## src/inc/tcm_pkg.sv

```systemverilog
// Constants, command and result codes and the state record of the
// transaction commit manager.
// Assumes a 32-bit APB slave port with byte addresses in paddr[7:0].
package tcm_pkg;

    localparam int TCM_AW = 8;

    // Register byte offsets, one aligned 32-bit word each.
    localparam logic [7:0] TCM_OFF_CMD = 8'h00;
    localparam logic [7:0] TCM_OFF_ARG = 8'h04;
    localparam logic [7:0] TCM_OFF_CFG = 8'h08;
    localparam logic [7:0] TCM_OFF_STATUS = 8'h0c;
    localparam logic [7:0] TCM_OFF_CEILING = 8'h10;
    localparam logic [7:0] TCM_OFF_COUNTER = 8'h14;
    localparam logic [7:0] TCM_OFF_MAC_IN = 8'h18;
    localparam logic [7:0] TCM_OFF_MAC_FILE = 8'h1c;
    localparam logic [7:0] TCM_OFF_RID_CUR = 8'h20;
    localparam logic [7:0] TCM_OFF_RID_PREV = 8'h24;
    localparam logic [7:0] TCM_OFF_VALUE = 8'h28;
    localparam logic [7:0] TCM_OFF_RECORD = 8'h2c;
    localparam logic [7:0] TCM_OFF_SES_NV = 8'h30;

    // Field positions.
    localparam int TCM_CMD_OPT_BIT = 8;
    localparam int TCM_CMD_PROT_BIT = 9;
    localparam int TCM_CFG_MAC_FILE_BIT = 0;
    localparam int TCM_CFG_LWC_BIT = 1;
    localparam int TCM_CFG_RID_REQ_BIT = 2;

    // Values after reset.
    localparam logic [31:0] TCM_WORD_RST = 32'h0000_0000;
    localparam logic [15:0] TCM_HALF_RST = 16'h0000;
    localparam logic [7:0] TCM_SEQ_RST = 8'h00;

    typedef enum logic [3:0] {
        TCM_NO_COMMAND = 4'h0,
        TCM_SELECT_FILE_CMD = 4'h1,
        TCM_CANCEL_COMMAND = 4'h2,
        TCM_FINALIZE_COMMAND = 4'h3,
        TCM_AUTH_COMMAND = 4'h4,
        TCM_READER_IDENTITY_COMMIT_CMD = 4'h5,
        TCM_VALUE_WRITE_CMD = 4'h6,
        TCM_RECORD_WRITE_CMD = 4'h7,
        TCM_FILE_READ_CMD = 4'h8
    } tcm_cmd_t;

    typedef enum logic [2:0] {
        TCM_RES_OK = 3'h0,
        TCM_RES_NO_APP = 3'h1,
        TCM_RES_NO_CHANGE = 3'h2,
        TCM_RES_NO_MAC_FILE = 3'h3,
        TCM_RES_LOCKED = 3'h4,
        TCM_RES_NO_READER = 3'h5,
        TCM_RES_PROTOCOL = 3'h6,
        TCM_RES_FAILED = 3'h7
    } tcm_res_t;

    typedef enum logic [1:0] {
        TCM_IDLE = 2'b00,
        TCM_EXEC = 2'b01,
        TCM_COMMIT = 2'b11
    } tcm_phase_t;

    typedef struct packed {
        tcm_phase_t st;
        tcm_cmd_t cmd;
        logic opt;
        logic prot;
        logic [31:0] arg;
        tcm_res_t result;
        logic resp_mac;
        logic app_sel;
        logic auth;
        logic mac_file;
        logic lwc;
        logic rid_req;
        logic [31:0] ceiling;
        logic [31:0] counter;
        logic [15:0] ses_nv;
        logic [31:0] mac_in;
        logic [31:0] mac_val;
        logic [31:0] rid_cur;
        logic rid_valid;
        logic rid_auth;
        logic [31:0] rid_prev;
        logic [31:0] val_shadow;
        logic [31:0] val_file;
        logic val_pend;
        logic [31:0] rec_shadow;
        logic [31:0] rec_file;
        logic rec_pend;
        logic mac_input_stream;
        logic [7:0] txn_seq;
        logic pready;
        logic pslverr;
        logic [31:0] prdata;
    } tcm_regs_t;

endpackage : tcm_pkg

```

## src/verilog/tcm_transaction_commit_manager.sv

```systemverilog
// Transaction commit manager of a contactless card, reached over APB.
// Assumes a single clock, APB master behaviour per the bus protocol and
// that the MAC arithmetic is done elsewhere and written into MAC_IN.
//
// The register addresses and the APB slave port were decided locally.
`timescale 1ns/1ps

// Functional notes
// - Application select starts a fresh transaction.
// - Any conclusion starts a new transaction at once.
// - Successful authentication leaves the transaction untouched.
// - MAC response option needs a MAC file.
// - Commit makes value and record writes permanent.
// - Commit stores MAC value and incremented counter.
// - Cipher mode: write both parts, clear session part.
// - Counter at ceiling blocks data commands.
// - Commit updates everything in one atomic step.
// - Commit without selected application is rejected.
// - Commit with nothing pending is rejected.
// - Required reader identity missing rejects commit when a MAC file is used.
// - Previous identity updates only if committed authenticated.
// - Authenticated commit must be MAC protected.
// - Failed command or reselect aborts the transaction.
// - Counter is four bytes, least significant first.
// - Cancel discards pending writes, keeps authentication.
module tcm_transaction_commit_manager
    import tcm_pkg::*;
(
    input wire logic pclk,
    input wire logic presetn,
    input wire logic psel,
    input wire logic penable,
    input wire logic pwrite,
    input wire logic [TCM_AW-1:0] paddr,
    input wire logic [31:0] pwdata,
    output logic [31:0] prdata,
    output logic pready,
    output logic pslverr
);

    tcm_regs_t r_reg;
    tcm_regs_t r_next;
    logic locked;

    // Ends the current transaction: shadows, MAC input and identity go.
    function automatic tcm_regs_t tcm_new_txn(input tcm_regs_t s);
        tcm_regs_t t;
        t = s;
        t.val_pend = 1'b0;
        t.rec_pend = 1'b0;
        t.mac_input_stream = 1'b0;
        t.rid_valid = 1'b0;
        t.rid_auth = 1'b0;
        t.txn_seq = s.txn_seq + 8'h01;
        return t;
    endfunction : tcm_new_txn

    function automatic logic tcm_mapped(input logic [TCM_AW-1:0] a);
        return a <= TCM_OFF_SES_NV && a[1:0] == 2'b00;
    endfunction : tcm_mapped

    // Ceiling of zero means the limit is not enabled.
    assign locked = r_reg.mac_file && r_reg.ceiling != TCM_WORD_RST &&
        r_reg.counter >= r_reg.ceiling;

    always_comb begin
        tcm_regs_t n;
        tcm_res_t res;
        logic wr_done;
        n = r_reg;
        res = TCM_RES_OK;
        wr_done = psel && penable && pready && pwrite;

        // One wait state: pready rises one cycle into the access phase.
        n.pready = psel && penable && !r_reg.pready;
        n.pslverr = psel && penable && !r_reg.pready && !tcm_mapped(paddr);
        n.prdata = TCM_WORD_RST;
        if (psel && penable && !r_reg.pready) begin
            unique case (paddr)
                TCM_OFF_CMD: n.prdata = {22'h0, r_reg.prot, r_reg.opt,
                    2'h0, r_reg.st, r_reg.cmd};
                TCM_OFF_ARG: n.prdata = r_reg.arg;
                TCM_OFF_CFG: n.prdata = {29'h0, r_reg.rid_req, r_reg.lwc,
                    r_reg.mac_file};
                TCM_OFF_STATUS: n.prdata = {8'h0, r_reg.txn_seq, 4'h0,
                    r_reg.resp_mac, r_reg.rid_valid, r_reg.mac_input_stream,
                    r_reg.rec_pend, r_reg.val_pend, locked, r_reg.auth,
                    r_reg.app_sel, r_reg.st != TCM_IDLE, r_reg.result};
                TCM_OFF_CEILING: n.prdata = r_reg.ceiling;
                TCM_OFF_COUNTER: n.prdata = r_reg.counter;
                TCM_OFF_MAC_IN: n.prdata = r_reg.mac_in;
                TCM_OFF_MAC_FILE: n.prdata = r_reg.mac_val;
                TCM_OFF_RID_CUR: n.prdata = r_reg.rid_cur;
                TCM_OFF_RID_PREV: n.prdata = r_reg.rid_prev;
                TCM_OFF_VALUE: n.prdata = r_reg.val_file;
                TCM_OFF_RECORD: n.prdata = r_reg.rec_file;
                TCM_OFF_SES_NV: n.prdata = {16'h0, r_reg.ses_nv};
                default: n.prdata = TCM_WORD_RST;
            endcase
        end

        // Commands written while one is in flight are dropped.
        if (wr_done) begin
            unique case (paddr)
                TCM_OFF_CMD: begin
                    if (r_reg.st == TCM_IDLE) begin
                        n.st = TCM_EXEC;
                        n.cmd = tcm_cmd_t'(pwdata[3:0]);
                        n.opt = pwdata[TCM_CMD_OPT_BIT];
                        n.prot = pwdata[TCM_CMD_PROT_BIT];
                    end
                end
                TCM_OFF_ARG: n.arg = pwdata;
                TCM_OFF_CFG: begin
                    n.mac_file = pwdata[TCM_CFG_MAC_FILE_BIT];
                    n.lwc = pwdata[TCM_CFG_LWC_BIT];
                    n.rid_req = pwdata[TCM_CFG_RID_REQ_BIT];
                    // A configuration change aborts the transaction.
                    if (pwdata[2:0] != {r_reg.rid_req, r_reg.lwc,
                        r_reg.mac_file}) begin
                        n = tcm_new_txn(n);
                    end
                end
                TCM_OFF_CEILING: n.ceiling = pwdata;
                TCM_OFF_MAC_IN: n.mac_in = pwdata;
                default: n.arg = r_reg.arg;
            endcase
        end

        unique case (r_reg.st)
            TCM_IDLE: begin
                n.st = n.st;
            end
            TCM_EXEC: begin
                n.st = TCM_IDLE;
                n.resp_mac = 1'b0;
                unique case (r_reg.cmd)
                    TCM_SELECT_FILE_CMD: begin
                        // Option set selects the card-level directory.
                        n.app_sel = !r_reg.opt;
                        n.auth = 1'b0;
                        n = tcm_new_txn(n);
                    end
                    TCM_AUTH_COMMAND: begin
                        // Transaction state is left alone on success; a failed attempt (option clear) aborts it.
                        n.auth = r_reg.opt;
                        if (!r_reg.opt) begin
                            res = TCM_RES_FAILED;
                        end
                    end
                    TCM_CANCEL_COMMAND: begin
                        if (!r_reg.app_sel) begin
                            res = TCM_RES_NO_APP;
                        end else if (r_reg.auth && !r_reg.prot) begin
                            res = TCM_RES_PROTOCOL;
                        end else if (!(r_reg.val_pend || r_reg.rec_pend ||
                            r_reg.mac_input_stream)) begin
                            res = TCM_RES_NO_CHANGE;
                        end else begin
                            n = tcm_new_txn(n);
                        end
                    end
                    TCM_FINALIZE_COMMAND: begin
                        if (!r_reg.app_sel) begin
                            res = TCM_RES_NO_APP;
                        end else if (r_reg.auth && !r_reg.prot) begin
                            res = TCM_RES_PROTOCOL;
                        end else if (r_reg.opt && !r_reg.mac_file) begin
                            res = TCM_RES_NO_MAC_FILE;
                        end else if (r_reg.mac_file && r_reg.rid_req &&
                            !r_reg.rid_valid) begin
                            res = TCM_RES_NO_READER;
                        end else if (!(r_reg.val_pend || r_reg.rec_pend ||
                            r_reg.mac_input_stream)) begin
                            res = TCM_RES_NO_CHANGE;
                        end else begin
                            n.st = TCM_COMMIT;
                        end
                    end
                    TCM_READER_IDENTITY_COMMIT_CMD: begin
                        if (!r_reg.app_sel) begin
                            res = TCM_RES_NO_APP;
                        end else if (locked) begin
                            res = TCM_RES_LOCKED;
                        end else begin
                            n.rid_cur = r_reg.arg;
                            n.rid_valid = 1'b1;
                            n.rid_auth = r_reg.auth;
                            n.mac_input_stream = r_reg.mac_file;
                        end
                    end
                    TCM_VALUE_WRITE_CMD, TCM_RECORD_WRITE_CMD: begin
                        if (!r_reg.app_sel) begin
                            res = TCM_RES_NO_APP;
                        end else if (locked) begin
                            res = TCM_RES_LOCKED;
                        end else if (r_reg.cmd == TCM_VALUE_WRITE_CMD) begin
                            n.val_shadow = r_reg.arg;
                            n.val_pend = 1'b1;
                            n.mac_input_stream = n.mac_input_stream || r_reg.mac_file;
                        end else begin
                            n.rec_shadow = r_reg.arg;
                            n.rec_pend = 1'b1;
                            n.mac_input_stream = n.mac_input_stream || r_reg.mac_file;
                        end
                    end
                    TCM_FILE_READ_CMD: begin
                        // Option set means the read targets the MAC file.
                        if (!r_reg.app_sel) begin
                            res = TCM_RES_NO_APP;
                        end else if (locked && !r_reg.opt) begin
                            res = TCM_RES_LOCKED;
                        end else begin
                            n.mac_input_stream = r_reg.mac_input_stream || r_reg.mac_file;
                        end
                    end
                    default: res = TCM_RES_FAILED;
                endcase
                n.result = res;
                if (res != TCM_RES_OK && r_reg.app_sel) begin
                    n = tcm_new_txn(n);
                end
            end
            TCM_COMMIT: begin
                // Every permanent update lands on this one edge, so a
                // torn supply sees all of them or none.
                n.st = TCM_IDLE;
                if (r_reg.val_pend) begin
                    n.val_file = r_reg.val_shadow;
                end
                if (r_reg.rec_pend) begin
                    n.rec_file = r_reg.rec_shadow;
                end
                if (r_reg.mac_file && r_reg.mac_input_stream) begin
                    n.mac_val = r_reg.mac_in;
                    if (r_reg.lwc) begin
                        // Upper half is the actual part, lower the session.
                        n.counter = {r_reg.counter[31:16],
                            r_reg.ses_nv + 16'h0001};
                        n.ses_nv = TCM_HALF_RST;
                    end else begin
                        n.counter = r_reg.counter + 32'h0000_0001;
                    end
                end
                if (r_reg.rid_valid && r_reg.rid_auth) begin
                    n.rid_prev = r_reg.rid_cur;
                end
                n.resp_mac = r_reg.opt;
                n.result = TCM_RES_OK;
                n = tcm_new_txn(n);
            end
            default: n.st = TCM_IDLE;
        endcase
        r_next = n;
    end

    always_ff @(posedge pclk or negedge presetn) begin
        if (!presetn) begin
            r_reg <= '0;
        end else begin
            r_reg <= r_next;
        end
    end

    assign prdata = r_reg.prdata;
    assign pready = r_reg.pready;
    assign pslverr = r_reg.pslverr;
endmodule : tcm_transaction_commit_manager

```

## config.mk

```make
export PLATFORM = sky130hd
export DESIGN_NAME = tcm_transaction_commit_manager
export DESIGN_NICKNAME = d
export VERILOG_FILES = /design/src/inc/tcm_pkg.sv /design/src/verilog/tcm_transaction_commit_manager.sv
export SDC_FILE = /design/constraint.sdc
export NUM_CORES = 1
export LEC_CHECK = 0
export BUFFER_PORTS_ARGS = -buffer_cell sky130_fd_sc_hd__buf_2
export CAP_MARGIN = 20
export CORE_MARGIN = 2
export CORE_UTILIZATION = 25
export CTS_CLUSTER_SIZE = 24
export DETAILED_ROUTE_END_ITERATION = 12
export PLACE_DENSITY_LB_ADDON = 0.3
export SLEW_MARGIN = 20
export SYNTH_ARGS = -nofsm -noshare
export SYNTH_HDL_FRONTEND = slang
export SYNTH_SLANG_ARGS = --single-unit
export TNS_END_PERCENT = 5
```

## constraint.sdc

```tcl
create_clock -name pclk -period 4.66 [get_ports pclk]
set_input_delay 0.233 -clock pclk [delete_from_list [all_inputs] [get_ports pclk]]
set_output_delay 0.233 -clock pclk [all_outputs]
set_load 0.02 [all_outputs]
```

# Word level (Yosys, flattened, before mapping)
# Cells that the tools add are included.
[word_totals] reg_bits=432 input_bits=45
[classes] eq_ne=27 magnitude_cmp=2 n_mux=72 addsub=5 reduce_logical=36
[op_table] op="$mux 207" n=6
[op_table] op="$pmux 392 s2" n=1
[op_table] op="$mux 432" n=1
[op_table] op="$mux 32" n=13
[op_table] op="$pmux 32 s13" n=1
[op_table] op="$pmux 32 s2" n=4
[op_table] op="$pmux 34 s3" n=1
[op_table] op="$pmux 33 s3" n=1
[op_table] op="$pmux 42 s2" n=1
[op_table] op="$mux 34" n=2
[op_table] op="$mux 33" n=2
[op_table] op="$mux 48" n=1
[op_table] op="$mux 42" n=1
[op_table] op="$eq 8x6->1 const B" n=5
[op_table] op="$mux 3" n=13
[op_table] op="$add 32x1->32 const B" n=1
[op_table] op="$eq 8x5->1 const B" n=4
[op_table] op="$ge 32x32->1" n=1
[op_table] op="$reduce_bool 32->1" n=1
[op_table] op="$add 8x1->8 const B" n=3
[op_table] op="$pmux 3 s6" n=1
[op_table] op="$add 16x1->16 const B" n=1
[op_table] op="$eq 4x3->1 const B" n=4
[op_table] op="$eq 8x4->1 const B" n=2
[op_table] op="30 further kinds" n=71

# Depth between registers and ports, before layout
[depth] word_depth=17 mapped_depth=15 ltp_nobuf=13

# Least setup slack after synthesis
# Ideal clock, no wire load.
[synth_path] path_kind="register to register" from="reg r_reg, in the netlist pready" to="reg r_reg[40] in the netlist's numbering" synth_period_minus_slack_ps=3102 path_buffers=2 t_arrival_ps=2970 path_stages_with_launch=16 slack_ps=1558 cell_sequence="dfrtp_1 and4_1 buf_2 and3_1 clkbuf_1 nand2_1 mux2i_1 inv_1 ha_1 nor2_1 a21oi_1 ha_1 nor4b_1 o211a_1 o21ai_1 xnor2_1"
[synth_lines] item="start, declared" line_no="tcm_transaction_commit_manager.sv:41" text="tcm_regs_t r_reg;"
[synth_lines] item="start signal, assigned" line_no="tcm_transaction_commit_manager.sv:261" text="r_reg <= r_next;"

# Worst setup path in the final report
[layout_path] from="reg r_reg[329] in the netlist's numbering" to="reg r_reg[216] in the netlist's numbering"
[layout_via] elab_chain_cells=6
[layout_lines] item="$ge 32x32->1" line_no="tcm_transaction_commit_manager.sv:64" text="r_reg.counter >= r_reg.ceiling;"
[layout_lines] item="$logic_and 1x1->1" line_no="tcm_transaction_commit_manager.sv:63" text="assign locked = r_reg.mac_file && r_reg.ceiling != TCM_WORD_RST &&"
[layout_lines] item="$mux 34" line_no="tcm_transaction_commit_manager.sv:183" text="end else if (locked) begin"
[layout_lines] item="$mux 34" line_no="tcm_transaction_commit_manager.sv:181" text="if (!r_reg.app_sel) begin"
[layout_lines] item="$pmux 34 s3" line_no="tcm_transaction_commit_manager.sv:137" text="unique case (r_reg.cmd)"
[layout_lines] item="$pmux 392 s2" line_no="tcm_transaction_commit_manager.sv:130" text="unique case (r_reg.st)"
# No other way between the ends.
# A chain may end at the register's enable or synchronous reset.

==> impl_metrics.yaml <==
pwr:
  ir_worst_vdd_v: 0.000222
  powerDensity_mw_per_mm2: 327
  finalPower_uw: 7340
  leakagePower_uw: 0.0105
yosys:
  synth_cell_type_count: 72
  synth.cell_area_mm2: 0.0192
  synth.area.top_cells: "dfrtp_1, mux2_2, mux2_1"
  post-synth-top-count-cell: "dfrtp_1"
  yosysSeqAreaShare_pct: 54.2
  syn_inst: 1530
  ys_seq_elements: 416
  synth_commonest_cells: "dfrtp_1, mux2_2, mux2_1"
  synthFlopType: "dfrtp_1"
  synth-edff-count: 0
  synth-warning-count: 0
  syn_area_per_cell_um2: 12.5
  ys_async_sr_fraction_pct: 100
  synth_top_area_cell: "dfrtp_1"
  synth_nets: 1611
  yosysTopAreaCellShare_pct: 54.2
worst_setup_path:
  crit_type: "reg -> reg"
  cp_max_fo: 33
  arrival_ps: 4530
  cp-end-kind: "flop"
  worstPathRequired_ps: 5110
  cp-start-kind: "flop"
floorplanning:
  chipHeight_um: 281
  die_w_um: 281
  core_area_mm2: 0.0759
  start_util_pct: 25.3
  die_area_mm2: 0.0790
  num_rows: 101
  io_pins: 79
drt:
  wl_per_cell_um: 22.2
  final_antenna_net_count: 0
  drtPass1Iterations: 6
  num_vias: 13300
  route.detailed.drc: 0
  wl_um: 59200
  vias_per_cell: 5.00
  drtIter0Drc: 1302
clock_tree:
  cts_sinks: 416
  path_clk_slew_ps: 60
  cts_resized: 0
  cts_tree: "yes"
  cts_root_buf: "clkbuf_16"
  cts_buffers: 45
  post-cts-setup-buffer-count: 0
  clk_latency_ps: 590
  cts_buffer_depth: 3
  cts_htree_levels: 2
outcome:
  status: "finished clean"
layout:
  largest_reg_flops: 382
  nets: 1685
  diodes: 0
  fillers: 7694
  fin_cells: 2666
  area_growth_pct: 17.0
  drive_gt1_share_pct: 28.5
sta:
  fin_setup_tns_ps: 0
  slew_violations: 0
  max_freq_ghz: 0.245
  skew_ps: 31.3
  fin_ws_ps: 581
  setup_viol: 0
  worst_pin_slew_ps: 1060
  period_needed_ps: 4080
  period_share_pct: 87.5
  rsz0062_at_grt: "false"
  final_hold_viol_count: 0
  slew_headroom_pct: 29.1
  hold_ws_ps: 28.8
place:
  portBuffers: 78
  gp_congestion: 0.844
  dp_hpwl_um: 39200
  dp_worst_setup_slack_ps: 689
  dpl.cell_count: 2554
global_routing:
  grt_pass1_wl_um: 90400
  grt_max_degree: 141
  grt_antenna_before_repair: 0
  overflow: 0
  grt_pass1_vias: 13800
  grt_usage_pct: 15.0
job:
  max_cap_viol_count: 0
min_path:
  min_path_type: "in -> reg"
==> layer usage <==
| layer | vias to the layer above | share of wire (%) | GRT usage, % |
|---|---|---|---|
| li1 | 5836 | - | - |
| met1 | 6982 | 43 | 19.7 |
| met2 | 420 | 49 | 25.6 |
| met3 | 88 | 5.3 | 2.27 |
| met4 | 0 | 2.2 | 4.17 |
| met5 | - | 0 | 0 |
==> logic make-up (layout without fill, tap and decap cells) <==
family / Yosys count / in the layout / synth area share (%)
DFF: 416 / 416 / 54.2
muxes: 329 / 329 / 19.3
AOI/OAI and AO/OA: 271 / 271 / 10.8
and+or+nand+nor: 268 / 268 / 7.08
buffers and inverters: 161 / 267 / 3.94
xor gates and xnor gates: 49 / 49 / 2.31
adders and majority gates: 36 / 36 / 2.35
==> final cells by class <==
| type | instances | area (µm²) | share of cell area [%] |
|---|---|---|---|
| clock buffer | 66 | 1330 | 5.91 |
| clock inverter | 13 | 120 | 0.535 |
| inverter | 43 | 161 | 0.719 |
| multi-input combinational | 953 | 8120 | 36.2 |
| sequential | 416 | 10400 | 46.4 |
| tap | 1030 | 1290 | 5.74 |
| timing repair buffer | 145 | 1020 | 4.56 |
==> repair_timing <==
| item | in CTS | in global routing |
|---|---|---|
| hold endpoints to repair | 169 | 0 |
| setup endpoints to repair | 0 | 0 |
| hold buffers | 33 | 0 |
==> through the flow <==
| step | instance area [µm²] | utilization (%) |
|---|---|---|
| final | 22500 | 29.6 |
| after global routing | 22500 | 29.6 |
| after detailed placement | 20700 | 27.2 |
| after CTS | 22500 | 29.6 |
| after global placement | 20700 | 27.2 |
| after floorplan | 19200 | - |
==> worst paths after layout <==
| check | slack, ps | endpoint | depth (start not counted) | from |
|---|---|---|---|---|
| setup / recovery | 580 | r_reg[216]$_DFFE_PN0P_ | 10 | r_reg[329]$_DFFE_PN0P_ |
| hold / removal | 30 | r_reg[384]$_DFFE_PN0P_ | 3 | pwdata[1] |
| setup reg to reg | 580 | r_reg[216]$_DFFE_PN0P_ | 10 | r_reg[329]$_DFFE_PN0P_ |
| hold reg to reg | 470 | pready$_DFF_PN0_ | 1 | pready$_DFF_PN0_ |
| max in group asynchronous | 3200 | prdata[16]$_DFF_PN0_ | 3 | presetn |
| min in group asynchronous | 230 | r_reg[85]$_DFFE_PN0P_ | 2 | presetn |
==> layout by cell type (no fill, tap or decap), types with 16 or more instances in the layout <==
cell type / instances
and3_1: 16
clkbuf_16: 46
xnor2_1: 27
buf_4: 31
dlygate4sd3_1: 33
nand3_1: 32
nand4_1: 16
inv_1: 43
dfrtp_1: 416
mux2_1: 74
ha_1: 36
nand2_1: 65
a222oi_1: 57
buf_2: 77
xor2_1: 20
a22oi_1: 47
mux2_2: 253
a31oi_1: 23
nor2_1: 55
a21oi_1: 29
o21ai_0: 25
==> critical path, stage by stage, from the launching register on <==
cell and delay, ps:
dfrtp_1 430, ha_1 340, a21oi_1 150, a21boi_1 80, a2111oi_0 480, o211ai_1 200
a21oi_2 450, o21ai_1 460, nor4_4 370, buf_4 580, mux2_1 390
==> report_power, final <==
part / internal, µW / switching, µW
Sequential: 3620 / 6.75
Combinational: 50.4 / 126
Clock: 2030 / 1510
(Power assumes the default switching activity.)
